--- config.mk ---
export PLATFORM = sky130hd
export DESIGN_NAME = equalizer_control_register_bank
export DESIGN_NICKNAME = d
export VERILOG_FILES = /design/src/pkg/eq_regs_pkg.sv /design/src/pkg/threshold_if.sv /design/src/logic/equalizer_control_register_bank.sv /design/src/logic/threshold_decoder.sv
export SDC_FILE = /design/constraint.sdc
export NUM_CORES = 1
export LEC_CHECK = 0
export BUFFER_PORTS_ARGS = -buffer_cell sky130_fd_sc_hd__buf_2
export CORE_MARGIN = 2
export CORE_UTILIZATION = 50
export CTS_BUF_LIST = sky130_fd_sc_hd__clkbuf_16
export DETAILED_ROUTE_END_ITERATION = 8
export GPL_TIMING_DRIVEN = 0
export HOLD_SLACK_MARGIN = 0.06
export PLACE_DENSITY = 0.75
export SLEW_MARGIN = 10
export SYNTH_ARGS = -nofsm -noshare
export SYNTH_HDL_FRONTEND = slang
export SYNTH_HIERARCHICAL = 1
export SYNTH_SLANG_ARGS = --single-unit
--- constraint.sdc ---
create_clock -name sys_clk -period 1.7 [get_ports sys_clk]
set_input_delay 0.17 -clock sys_clk [delete_from_list [all_inputs] [get_ports sys_clk]]
set_output_delay 0.17 -clock sys_clk [all_outputs]
set_load 0.05 [all_outputs]
--- src/pkg/eq_regs_pkg.sv ---
package eq_regs_pkg;

  // register addresses
  localparam logic [7:0] MASTER_CONTROL_ADDR = 8'h00;
  localparam logic [7:0] THRESHOLD_ADDR      = 8'h01;
  localparam logic [7:0] RESERVED_EIGHT_ADDR = 8'h08;
  localparam logic [7:0] RESERVED_NINE_ADDR  = 8'h09;
  localparam logic [7:0] RESERVED_TEN_ADDR   = 8'h0A;
  localparam logic [7:0] LOSS_LEVEL_ADDR     = 8'h0B;
  localparam logic [7:0] RESERVED_TWLV_ADDR  = 8'h0C;
  localparam logic [7:0] RESERVED_THRT_ADDR  = 8'h0D;
  localparam logic [7:0] RATE_STATUS_ADDR    = 8'h0E;
  localparam logic [7:0] LOSS_STATUS_ADDR    = 8'h0F;

  // master control field positions
  localparam int LOSS_PIN_BIT   = 7;
  localparam int SWING_PIN_BIT  = 6;
  localparam int EMPH_PIN_BIT   = 5;
  localparam int THRESH_PIN_BIT = 4;
  localparam int DISABLE_BIT    = 3;
  localparam int RANGE_BIT      = 2;
  localparam int OFFSET_OFF_BIT = 1;
  localparam int REG_CTRL_BIT   = 0;

  // override bits of level and rate settings
  localparam int LOSS_OVERRIDE_BIT = 7;
  localparam int RATE_OVERRIDE_BIT = 7;

  // reset values
  localparam logic [7:0] MASTER_CONTROL_RESET = 8'h00;
  localparam logic [7:0] THRESHOLD_RESET      = 8'h00;
  localparam logic [7:0] LOSS_LEVEL_RESET     = 8'h00;
  localparam logic [7:0] READ_DATA_RESET      = 8'h00;

  // threshold code landmarks
  localparam logic [7:0] THRESHOLD_MID_CODE = 8'h80;

  // fixed settings used when an override bit is clear
  localparam int         FIXED_LOSS_MV   = 50;
  localparam logic [6:0] FIXED_LOSS_CODE = 7'h00;
  localparam logic [3:0] FIXED_RATE_CODE = 4'h0;

endpackage : eq_regs_pkg

--- src/pkg/threshold_if.sv ---
`timescale 1ns/1ps
interface threshold_if;
  logic [7:0] code;
  logic [6:0] magnitude;
  logic       negative;
  modport decoder (input code, output magnitude, output negative);
  modport bank (output code, input magnitude, input negative);
endinterface : threshold_if
--- src/logic/equalizer_control_register_bank.sv ---
// Operation
// - master bit 7 set hands loss level to its pin; clear uses register, default
// - master bit 6 set takes output swing from pin; clear uses register, default
// - master bit 5 set takes de-emphasis from pins; clear uses register, default
// - master bit 4 set takes threshold from pin; clear uses register, default
// - master bit 3 disables output driver; resets to zero
// - master bit 2 selects high loss range; zero selects low range, default
// - master bit 1 set disables offset cancellation; zero keeps it, default
// - master bit 0 makes register settings active; zero leaves pin control
// - threshold codes 1..127 shift positive, largest at 1
// - threshold codes 0 and 128 give zero shift; register resets to zero
// - threshold codes 129..255 shift negative, largest at 255
// - address 0x0B holds override bit 7 and level code bits 6..0
// - address 0x0E reads effective rate in bits 3..0, read only
// - address 0x0F reads effective loss level in bits 6..0, read only
// - addresses 0x08..0x0A, 0x0C, 0x0D have no fields
// - level override set uses code; clear applies fixed 50mV level
// - rate override set uses bits 3..0; clear applies fixed bandwidth
`timescale 1ns/1ps
module equalizer_control_register_bank
  import eq_regs_pkg::*;
(
  input  wire logic       sys_clk,              // system clock, 100 MHz
  input  wire logic       rst,                  // sync reset, active high
  input  wire logic       reg_wr,               // write strobe from serial engine
  input  wire logic       reg_rd,               // read strobe from serial engine
  input  wire logic [7:0] reg_addr,             // register address
  input  wire logic [7:0] reg_wdata,            // write data
  output logic      [7:0] reg_rdata,            // read data, one cycle after reg_rd
  output logic            reg_rvalid,           // read data valid pulse
  output wire logic       reg_hit,              // address belongs to this bank
  input  wire logic [6:0] loss_level_pin_code,  // digitized level pin voltage
  input  wire logic       disable_pin,          // external output disable
  input  wire logic       loss_range_pin,       // external loss range select
  input  wire logic [3:0] rate_pin_code,        // pin-selected bandwidth code
  input  wire logic [7:0] rate_setting,         // content of the rate register
  output logic            loss_level_from_pin,  // level follows its pin
  output logic            swing_from_pin,       // swing follows its pin
  output logic            emphasis_from_pin,    // de-emphasis follows its pins
  output logic            threshold_from_pin,   // threshold follows its pin
  output logic            output_disable,       // output driver off
  output logic            loss_range_select,    // high loss assert range
  output logic            offset_cancel_off,    // offset cancellation off
  output logic            loss_level_fixed,     // fixed 50mV level in effect
  output logic            rate_fixed,           // fixed bandwidth in effect
  output logic      [6:0] effective_loss_level, // level code in effect
  output logic      [3:0] effective_rate,       // bandwidth code in effect
  output wire logic [6:0] threshold_shift_mag,  // threshold shift size
  output wire logic       threshold_shift_neg   // threshold shift is negative
);

  function automatic logic addr_is_bank(input logic [7:0] addr);
    return (addr <= LOSS_STATUS_ADDR) &&
           !(addr >= 8'h02 && addr <= 8'h07);
  endfunction : addr_is_bank

  function automatic logic addr_is_reserved(input logic [7:0] addr);
    return (addr == RESERVED_EIGHT_ADDR) || (addr == RESERVED_NINE_ADDR) ||
           (addr == RESERVED_TEN_ADDR)   || (addr == RESERVED_TWLV_ADDR) ||
           (addr == RESERVED_THRT_ADDR);
  endfunction : addr_is_reserved

  logic [7:0] master_control;
  logic [7:0] input_threshold_adjust;
  logic [7:0] signal_loss_level_setting;

  // decode
  wire logic wr_master;
  wire logic wr_threshold;
  wire logic wr_loss_level;
  wire logic rd_reserved;

  // 0x02..0x07 live elsewhere; hit lets the engine route them
  assign reg_hit       = addr_is_bank(reg_addr);
  assign wr_master     = reg_wr && (reg_addr == MASTER_CONTROL_ADDR);
  assign wr_threshold  = reg_wr && (reg_addr == THRESHOLD_ADDR);
  assign wr_loss_level = reg_wr && (reg_addr == LOSS_LEVEL_ADDR);
  assign rd_reserved   = addr_is_reserved(reg_addr);

  // only three writable registers; everything else drops the write
  always_ff @(posedge sys_clk) begin
    if (rst) begin
      master_control <= MASTER_CONTROL_RESET;
    end else if (wr_master) begin
      master_control <= reg_wdata;
    end
  end

  always_ff @(posedge sys_clk) begin
    if (rst) begin
      input_threshold_adjust <= THRESHOLD_RESET;
    end else if (wr_threshold) begin
      input_threshold_adjust <= reg_wdata;
    end
  end

  always_ff @(posedge sys_clk) begin
    if (rst) begin
      signal_loss_level_setting <= LOSS_LEVEL_RESET;
    end else if (wr_loss_level) begin
      signal_loss_level_setting <= reg_wdata;
    end
  end

  // field views
  wire logic register_control_enable;
  wire logic loss_level_pin_select;
  wire logic swing_pin_select;
  wire logic emphasis_pin_select;
  wire logic threshold_pin_select;
  wire logic loss_level_override;
  wire logic rate_override;

  assign register_control_enable = master_control[REG_CTRL_BIT];
  assign loss_level_pin_select   = master_control[LOSS_PIN_BIT];
  assign swing_pin_select        = master_control[SWING_PIN_BIT];
  assign emphasis_pin_select     = master_control[EMPH_PIN_BIT];
  assign threshold_pin_select    = master_control[THRESH_PIN_BIT];
  assign loss_level_override     = signal_loss_level_setting[LOSS_OVERRIDE_BIT];
  assign rate_override           = rate_setting[RATE_OVERRIDE_BIT];

  // source selection
  wire logic       next_loss_level_from_pin;
  wire logic       next_swing_from_pin;
  wire logic       next_emphasis_from_pin;
  wire logic       next_threshold_from_pin;
  wire logic       next_output_disable;
  wire logic       next_loss_range_select;
  wire logic       next_offset_cancel_off;
  wire logic       next_loss_level_fixed;
  wire logic       next_rate_fixed;
  wire logic [6:0] next_effective_loss_level;
  wire logic [3:0] next_effective_rate;

  // pin selects only count once register control is on
  assign next_loss_level_from_pin = !register_control_enable || loss_level_pin_select;
  assign next_swing_from_pin      = !register_control_enable || swing_pin_select;
  assign next_emphasis_from_pin   = !register_control_enable || emphasis_pin_select;
  assign next_threshold_from_pin  = !register_control_enable || threshold_pin_select;

  assign next_output_disable    = register_control_enable ?
                                  master_control[DISABLE_BIT] : disable_pin;
  assign next_loss_range_select = register_control_enable ?
                                  master_control[RANGE_BIT] : loss_range_pin;
  assign next_offset_cancel_off = register_control_enable &&
                                  master_control[OFFSET_OFF_BIT];

  assign next_loss_level_fixed     = !next_loss_level_from_pin && !loss_level_override;
  assign next_effective_loss_level = next_loss_level_from_pin ? loss_level_pin_code :
                                     loss_level_override ? signal_loss_level_setting[6:0] :
                                     FIXED_LOSS_CODE;

  // the rate register has no pin select bit; only the global mode gates it
  assign next_rate_fixed     = register_control_enable && !rate_override;
  assign next_effective_rate = !register_control_enable ? rate_pin_code :
                               rate_override ? rate_setting[3:0] :
                               FIXED_RATE_CODE;

  always_ff @(posedge sys_clk) begin
    if (rst) begin
      loss_level_from_pin <= 1'b1;
      swing_from_pin      <= 1'b1;
      emphasis_from_pin   <= 1'b1;
      threshold_from_pin  <= 1'b1;
      output_disable      <= 1'b0;
      loss_range_select   <= 1'b0;
      offset_cancel_off   <= 1'b0;
    end else begin
      loss_level_from_pin <= next_loss_level_from_pin;
      swing_from_pin      <= next_swing_from_pin;
      emphasis_from_pin   <= next_emphasis_from_pin;
      threshold_from_pin  <= next_threshold_from_pin;
      output_disable      <= next_output_disable;
      loss_range_select   <= next_loss_range_select;
      offset_cancel_off   <= next_offset_cancel_off;
    end
  end

  always_ff @(posedge sys_clk) begin
    if (rst) begin
      loss_level_fixed     <= 1'b0;
      rate_fixed           <= 1'b0;
      effective_loss_level <= FIXED_LOSS_CODE;
      effective_rate       <= FIXED_RATE_CODE;
    end else begin
      loss_level_fixed     <= next_loss_level_fixed;
      rate_fixed           <= next_rate_fixed;
      effective_loss_level <= next_effective_loss_level;
      effective_rate       <= next_effective_rate;
    end
  end

  // threshold code decode
  threshold_if thr ();

  assign thr.code            = input_threshold_adjust;
  assign threshold_shift_mag = thr.magnitude;
  assign threshold_shift_neg = thr.negative;

  threshold_decoder u_threshold_decoder (
    .sys_clk (sys_clk),
    .rst     (rst),
    .thr     (thr)
  );

  // read path
  wire logic [7:0] next_rdata;

  // status reads show what is applied, not what was last written
  assign next_rdata =
    (reg_addr == MASTER_CONTROL_ADDR) ? master_control :
    (reg_addr == THRESHOLD_ADDR)      ? input_threshold_adjust :
    (reg_addr == LOSS_LEVEL_ADDR)     ? signal_loss_level_setting :
    (reg_addr == RATE_STATUS_ADDR)    ? {4'h0, effective_rate} :
    (reg_addr == LOSS_STATUS_ADDR)    ? {1'b0, effective_loss_level} :
    8'h00;

  always_ff @(posedge sys_clk) begin
    if (rst) begin
      reg_rdata  <= READ_DATA_RESET;
      reg_rvalid <= 1'b0;
    end else begin
      reg_rdata  <= reg_rd ? next_rdata : reg_rdata;
      reg_rvalid <= reg_rd;
    end
  end
endmodule : equalizer_control_register_bank

--- src/logic/threshold_decoder.sv ---
`timescale 1ns/1ps
module threshold_decoder
  import eq_regs_pkg::*;
(
  input  wire logic    sys_clk, // system clock
  input  wire logic    rst,     // sync reset, active high
  threshold_if.decoder thr      // code in, shift out
);

  wire logic [7:0] pos_span;
  wire logic       is_zero;
  wire logic [6:0] next_magnitude;
  wire logic       next_negative;

  // both 0 and 128 mean no shift
  assign is_zero        = (thr.code[6:0] == 7'h00);
  assign pos_span       = THRESHOLD_MID_CODE - thr.code;
  assign next_magnitude = is_zero     ? 7'h00 :
                          thr.code[7] ? thr.code[6:0] :
                                        pos_span[6:0];
  assign next_negative  = thr.code[7] && !is_zero;

  always_ff @(posedge sys_clk) begin
    if (rst) begin
      thr.magnitude <= 7'h00;
      thr.negative  <= 1'b0;
    end else begin
      thr.magnitude <= next_magnitude;
      thr.negative  <= next_negative;
    end
  end
endmodule : threshold_decoder

==> results of run 1 <==
[logic make-up after synthesis]
family,Yosys count
compound gates,52
fa+ha+maj,1
buf+inv,23
flops,61
mux,23
simple gates,134
[synth_stat cells]
cell       n
dfxtp_1   61
nor2_1    38
nand2_1   32
a21oi_1   24
mux2i_1   22
nand3_1   18
nand2b_1  13
clkbuf_1   9
nor2b_1    8
o21ai_0    8
a21o_1     5
inv_1      5
or3_1      5
buf_2      4
nor4_2     4
o311a_1    4
nand4b_1   3
o22ai_1    3
o311ai_0   3
a31oi_1    2
buf_1      2
buf_4      2
nor3_2     2
nor3b_1    2
o21a_1     2
and2_1     1
and2_2     1
and3_2     1
and4_4     1
and4b_1    1
buf_12     1
ha_1       1
mux2_2     1
nand3_2    1
nor3_1     1
nor4_4     1
o31ai_1    1
or2_1      1
[metrics by stage]
| stage | power (uW) | hold WS (ns) |
|---|---|---|
| 6_report | 3323 | 0.06265 |
| 5_1_grt | 3440 | 0.07791 |
| 4_1_cts | 3324 | 0.06390 |
| 3_5_place_dp | 1781 | 0.3978 |
| 3_3_place_gp | 1778 | 0.3978 |
| 2_1_floorplan | 1671 | 0.2391 |
[power breakdown]
part | leakage (uW) | internal (uW) | total, uW | switching (uW)
logic | 0.000847 | 91.8 | 287 | 195
registers | 0.000496 | 1460 | 1470 | 11.6
clock network | 0.000131 | 959 | 1570 | 610
[registers in the layout, summed over array words and instances, names as in the netlist]
signal,flops
output_disable,1
swing_from_pin,1
input_threshold_adjust,8
signal_loss_level_setting,8
reg_rvalid,1
threshold_from_pin,1
emphasis_from_pin,1
reg_rdata,8
effective_rate,4
effective_loss_level,7
rate_fixed,1
loss_level_fixed,1
u_threshold_decoder/thr.magnitude,7
loss_range_select,1
loss_level_from_pin,1
u_threshold_decoder/thr.negative,1
master_control,8
offset_cancel_off,1
[layer usage]
metal  GRT usage (%)  wire length (microns)
met2           38.50                   3207
met1           31.03                   2848
met5               0                      0
met3           5.095                    507
met4           11.64                    129
[cell usage in the layout (no fill, tap or decap), drive strengths merged, types with 2 or more instances in the layout]
master  count
o21ai       8
nor2       38
o311a       4
o21a        2
nand4b      3
and2        2
nand2      32
a21oi      24
clkbuf     18
nor4        5
nor2b       8
nand3      19
o22ai       3
buf        84
nand2b     13
nor3b       2
dfxtp      61
a21o        5
a31oi       2
mux2i      22
nor3        3
o311ai      3
or3         5
inv         6
clkinv      5
[area by class of cell]
type	instances	area [sq um]
clock inverters	7	33.78
flip-flops and latches	61	1221
clock buffers	9	225.2
inverters	5	18.77
fillers	446	1743
well taps	70	87.58
plain buffers	18	96.34
repair buffers	75	375.4
multi-input cells	210	1274
[worst min path at each step]
stage	start	end	slack, ns	depth (start not counted)
CTS	rate_setting[7]	rate_fixed$_SDFF_PP0_	0.06	2
global route	rate_setting[7]	rate_fixed$_SDFF_PP0_	0.08	2
detailed placement	rate_setting[7]	rate_fixed$_SDFF_PP0_	0.40	2
finish	rate_setting[7]	rate_fixed$_SDFF_PP0_	0.06	2
floorplan	rst	u_threshold_decoder/thr.magnitude[2]$_SDFF_PP0_	0.24	1
global placement	rate_setting[7]	rate_fixed$_SDFF_PP0_	0.40	2
==> impl_metrics.py, run 1 <==
metrics = {
    "logic_synthesis": {
        "syn-cell-area_sq_um": 2610,
        "synth_seq_cells": 61,
        "synthTopCellsByArea": "dfxtp_1, mux2i_1, nor2_1",
        "synth.distinct_cells": 38,
        "synthXorXnorAreaFrac_pct": 0,
        "yosys.area_share.adder_pct": 0.4794,
        "syn_avg_cell_area_sq_um": 8.878,
        "ys.warnings.count": 6,
        "postSynthCellCount": 294,
        "synth_top_family_by_area": "simple AND/OR/NAND/NOR gates",
        "synth_mux_area_share_pct": 8.869,
        "synth_nets": 336,
        "ys_seq_area_share_pct": 46.79,
        "yosys.area.top_type_share_pct": 46.79,
        "synth-compound-area-share_pct": 12.18,
        "yosys.area.top_type": "dfxtp_1",
        "synth_simple_gate_area_share_pct": 27.28,
    },
    "routing": {
        "drc": 0,
        "vias": 2416,
        "antenna_left": 0,
        "drt_iter0_markers": 176,
        "viasPerCell": 5.310,
        "dr.pass1.iters": 4,
        "wl_per_cell_microns": 14.71,
        "wl_microns": 6693,
    },
    "critical_path": {
        "cp.arrival_ns": 1.76,
        "critPathLaunchType": "flop",
        "cp.depth": 5,
        "endpoint_kind": "flop",
        "path_delay_family": "simple AND/OR/NAND/NOR gates",
        "r2r-start": "input_threshold_adjust[0]$_SDFFE_PP0P_",
        "reg2regPathDepth": 5,
        "slowest_stage": "dfxtp_1",
        "critPathKind": "flop to flop",
        "cp_num_buf_inv": 1,
        "critPathMaxFanout": 5,
        "worstPathCellList": "inv_1 > ha_1 > nor3b_1 > or3_1 > a31oi_1",
        "r2r-end": "u_threshold_decoder/thr.magnitude[5]$_SDFF_PP0_",
        "critical_path.endpoint": "u_threshold_decoder/thr.magnitude[5]$_SDFF_PP0_",
        "crit_path_start": "input_threshold_adjust[0]$_SDFFE_PP0P_",
        "rrSetupSlack_ns": 0.18,
        "required_ns": 1.95,
        "max_stage_delay_ns": 0.40,
    },
    "final_layout": {
        "drive_above_1_share_pct": 27.79,
        "antennaDiodeCount": 0,
        "fin_util_pct": 65.66,
        "design_area_sq_um": 3332,
        "synthToLayoutAreaGrowth_pct": 27.66,
        "final_cells": 455,
        "nNetsFinal": 422,
    },
    "power_and_ir_drop": {
        "powerDensity_nw_per_um2": 997.3,
        "p_leak_uw": 0.001474,
        "worst_ir_drop_vdd_uv": 621.4,
    },
    "sta": {
        "tightest_slew_ns": 0.5881,
        "rsz0062_at_grt": "no",
        "max_freq_ghz": 0.6593,
        "finalCritPeriodShare_pct": 89.22,
        "max_slew_margin_pct": 60.80,
        "timing.final.ws_setup_ns": 0.1832,
        "skew_ns": 0.004127,
        "period_needed_ns": 1.517,
        "slew_viol_final": 0,
        "finalSetupViolCount": 0,
        "fin_tns_setup_ns": 0,
        "finalHoldViolations": 0,
    },
    "clocking": {
        "cts_buffers": 9,
        "cts_resized": 0,
        "clock_latency_ns": 0.32,
        "cts_tree": "built",
        "path_clk_slew_ns": 0.05,
        "clock_sinks": 61,
        "ctsRootBufferMaster": "clkbuf_16",
        "htreeDepth": 3,
        "post_cts_buffers": 0,
        "hold_buffers": 0,
        "cts_buffer_depth": 2,
    },
    "grt": {
        "grt_use_total_pct": 24.09,
        "grt_pass1_vias": 2292,
        "grt_pass1_wl_microns": 11050,
        "grt_max_degree": 11,
        "antenna_found_initial": 0,
        "grt-ovfl-total": 0,
    },
    "flow_run": {
        "cap_violations": 0,
    },
    "floorplanning": {
        "rows": 26,
        "die_h_microns": 76.25,
        "initial_core_util_pct": 51.43,
        "pin_count": 79,
        "die-width_microns": 76.25,
        "core_area_sq_um": 5075,
        "dieArea_sq_um": 5814,
    },
    "status": {
        "status": "finished clean",
    },
    "placement": {
        "preCtsSetupSlack_ns": 0.09745,
        "dp.cells": 439,
        "placed_area_sq_um": 3073,
        "hpwl_microns": 4811,
        "gp_congestion": 0.8384,
        "io_buffers": 75,
    },
    "worst_hold_path": {
        "hp-class": "input pin to flop",
    },
}
No activity file was read; power rests on OpenSTA's default activity.
==> run 2, diff against run 1 <==
CORE_UTILIZATION = 45   (was 50)
PLACE_DENSITY = 0.68   (was 0.75)
==> run 2 against run 1 <==
Against the previous run: first-iteration DRC count up 50%; sequential power hardly changed; power down 0.92%; register-to-register slack lost 0.03 ns.
==> impl_metrics.py, run 2 (same netlist as run 1, synthesis figures left out) <==
metrics = {
    "power_and_ir_drop": {
        "total_power_uw": 3292,
        "powerDensity_nw_per_um2": 988.9,
        "worst_ir_drop_vdd_uv": 651.9,
        "p_leak_uw": 0.001489,
    },
    "floorplanning": {
        "core_area_sq_um": 5540,
        "dieArea_sq_um": 6425,
        "die_h_microns": 80.16,
        "initial_core_util_pct": 47.11,
        "die-width_microns": 80.16,
        "pin_count": 79,
        "rows": 27,
    },
    "clocking": {
        "cts_buffer_depth": 2,
        "post_cts_buffers": 0,
        "cts_tree": "built",
        "path_clk_slew_ns": 0.05,
        "cts_buffers": 9,
        "ctsRootBufferMaster": "clkbuf_16",
        "hold_buffers": 0,
        "clock_sinks": 61,
        "htreeDepth": 3,
        "cts_resized": 0,
        "clock_latency_ns": 0.33,
    },
    "critical_path": {
        "critPathMaxFanout": 5,
        "critPathKind": "flop to flop",
        "r2r-start": "input_threshold_adjust[0]$_SDFFE_PP0P_",
        "endpoint_kind": "flop",
        "crit_path_start": "input_threshold_adjust[0]$_SDFFE_PP0P_",
        "cp.arrival_ns": 1.78,
        "critPathLaunchType": "flop",
        "required_ns": 1.94,
    },
    "final_layout": {
        "layout_common_cells": "buf_2, dfxtp_1, nor2_1, nand2_1, a21oi_1",
        "drive_above_1_share_pct": 27.27,
        "synthToLayoutAreaGrowth_pct": 27.56,
        "fin_util_pct": 60.09,
        "final_common_cell": "buf_2",
        "final_cells": 457,
        "nNetsFinal": 422,
        "antennaDiodeCount": 0,
        "n_fill_cell": 503,
    },
    "sta": {
        "period_needed_ns": 1.545,
        "rsz0062_at_grt": "no",
        "skew_ns": 0.005111,
        "slew_viol_final": 0,
        "max_freq_ghz": 0.6472,
        "finalSetupViolCount": 0,
        "finalHoldViolations": 0,
        "tightest_slew_ns": 0.6192,
        "finalCritPeriodShare_pct": 90.89,
        "timing.hold.ws_ns": 0.07640,
        "max_slew_margin_pct": 58.72,
        "fin_tns_setup_ns": 0,
    },
    "worst_hold_path": {
        "hold_start": "loss_range_pin",
        "hp-class": "input pin to flop",
    },
    "grt": {
        "antenna_found_initial": 0,
        "grt_pass1_vias": 2307,
        "grt_use_total_pct": 22.90,
        "grt_max_degree": 11,
        "grt-ovfl-total": 0,
        "grt_pass1_wl_microns": 11170,
    },
    "routing": {
        "drc": 0,
        "vias": 2386,
        "wl_microns": 6895,
        "drt_iter0_markers": 264,
        "viasPerCell": 5.221,
        "wl_per_cell_microns": 15.09,
        "antenna_left": 0,
        "dr.pass1.iters": 4,
    },
    "placement": {
        "io_buffers": 75,
        "gp_congestion": 0.8576,
        "hpwl_microns": 4963,
        "dp.cells": 441,
    },
    "status": {
        "status": "finished clean",
    },
    "flow_run": {
        "cap_violations": 0,
    },
}
==> run 2: cell count changes in the layout (fill, tap and decap cells not counted), sizes merged <==
cell | before | now
clkinv | 5 | 2
inv | 6 | 10
clkinvlp | 1 | 0
==> run 2: final cells by class <==
cell class / count / area, sq um / share of cell area (%)
inverter: 5 / 18.77 / 0.5637
clock buffer: 9 / 225.2 / 6.764
sequential: 61 / 1221 / 36.68
multi-input combinational: 210 / 1274 / 38.26
tap: 72 / 90.09 / 2.706
buffer: 18 / 96.34 / 2.894
timing repair buffer: 75 / 375.4 / 11.27
clock inverter: 7 / 28.78 / 0.8643
==> run 2: final timing paths <==
| check | endpoint | slack, ns | depth (start not counted) |
|---|---|---|---|
| hold reg to reg | reg_rdata[5]$_SDFFE_PP0P_ | 0.43 | 2 |
| setup reg to reg | u_threshold_decoder/thr.magnitude[5]$_SDFF_PP0_ | 0.15 | 5 |
| setup / recovery | u_threshold_decoder/thr.magnitude[5]$_SDFF_PP0_ | 0.15 | 5 |
| hold / removal | loss_range_select$_SDFF_PP0_ | 0.08 | 3 |
==> run 2: metal layers <==
layer / vias to the layer above / global-route usage (%) / routed length (microns)
met4: 0 / 11.02 / 114
met1: 1103 / 31.28 / 3181
met2: 77 / 34.58 / 3162
met5: - / 0 / 0
met3: 13 / 4.382 / 437
li1: 1193 / - / -
==> run 2: report_power, final <==
part	internal, uW	switching (uW)	total [uW]
clock network	949	586	1540
logic	91.8	197	289
registers	1460	10.8	1470
total	2500	794	3290
==> run 2: worst max-delay path, stage by stage, from the launching register on <==
cell	delay [ns]
dfxtp_1	0.40
inv_1	0.09
ha_1	0.26
nor3b_1	0.17
or3_1	0.36
a31oi_1	0.18
==> run 2: stage by stage <==
step           setup WS [ns]  area, sq um
2_1_floorplan         0.2017         2610
3_3_place_gp          0.1096         3075
3_5_place_dp         0.05846         3075
4_1_cts               0.1670         3329
5_1_grt              0.04134         3329
6_report              0.1549         3329
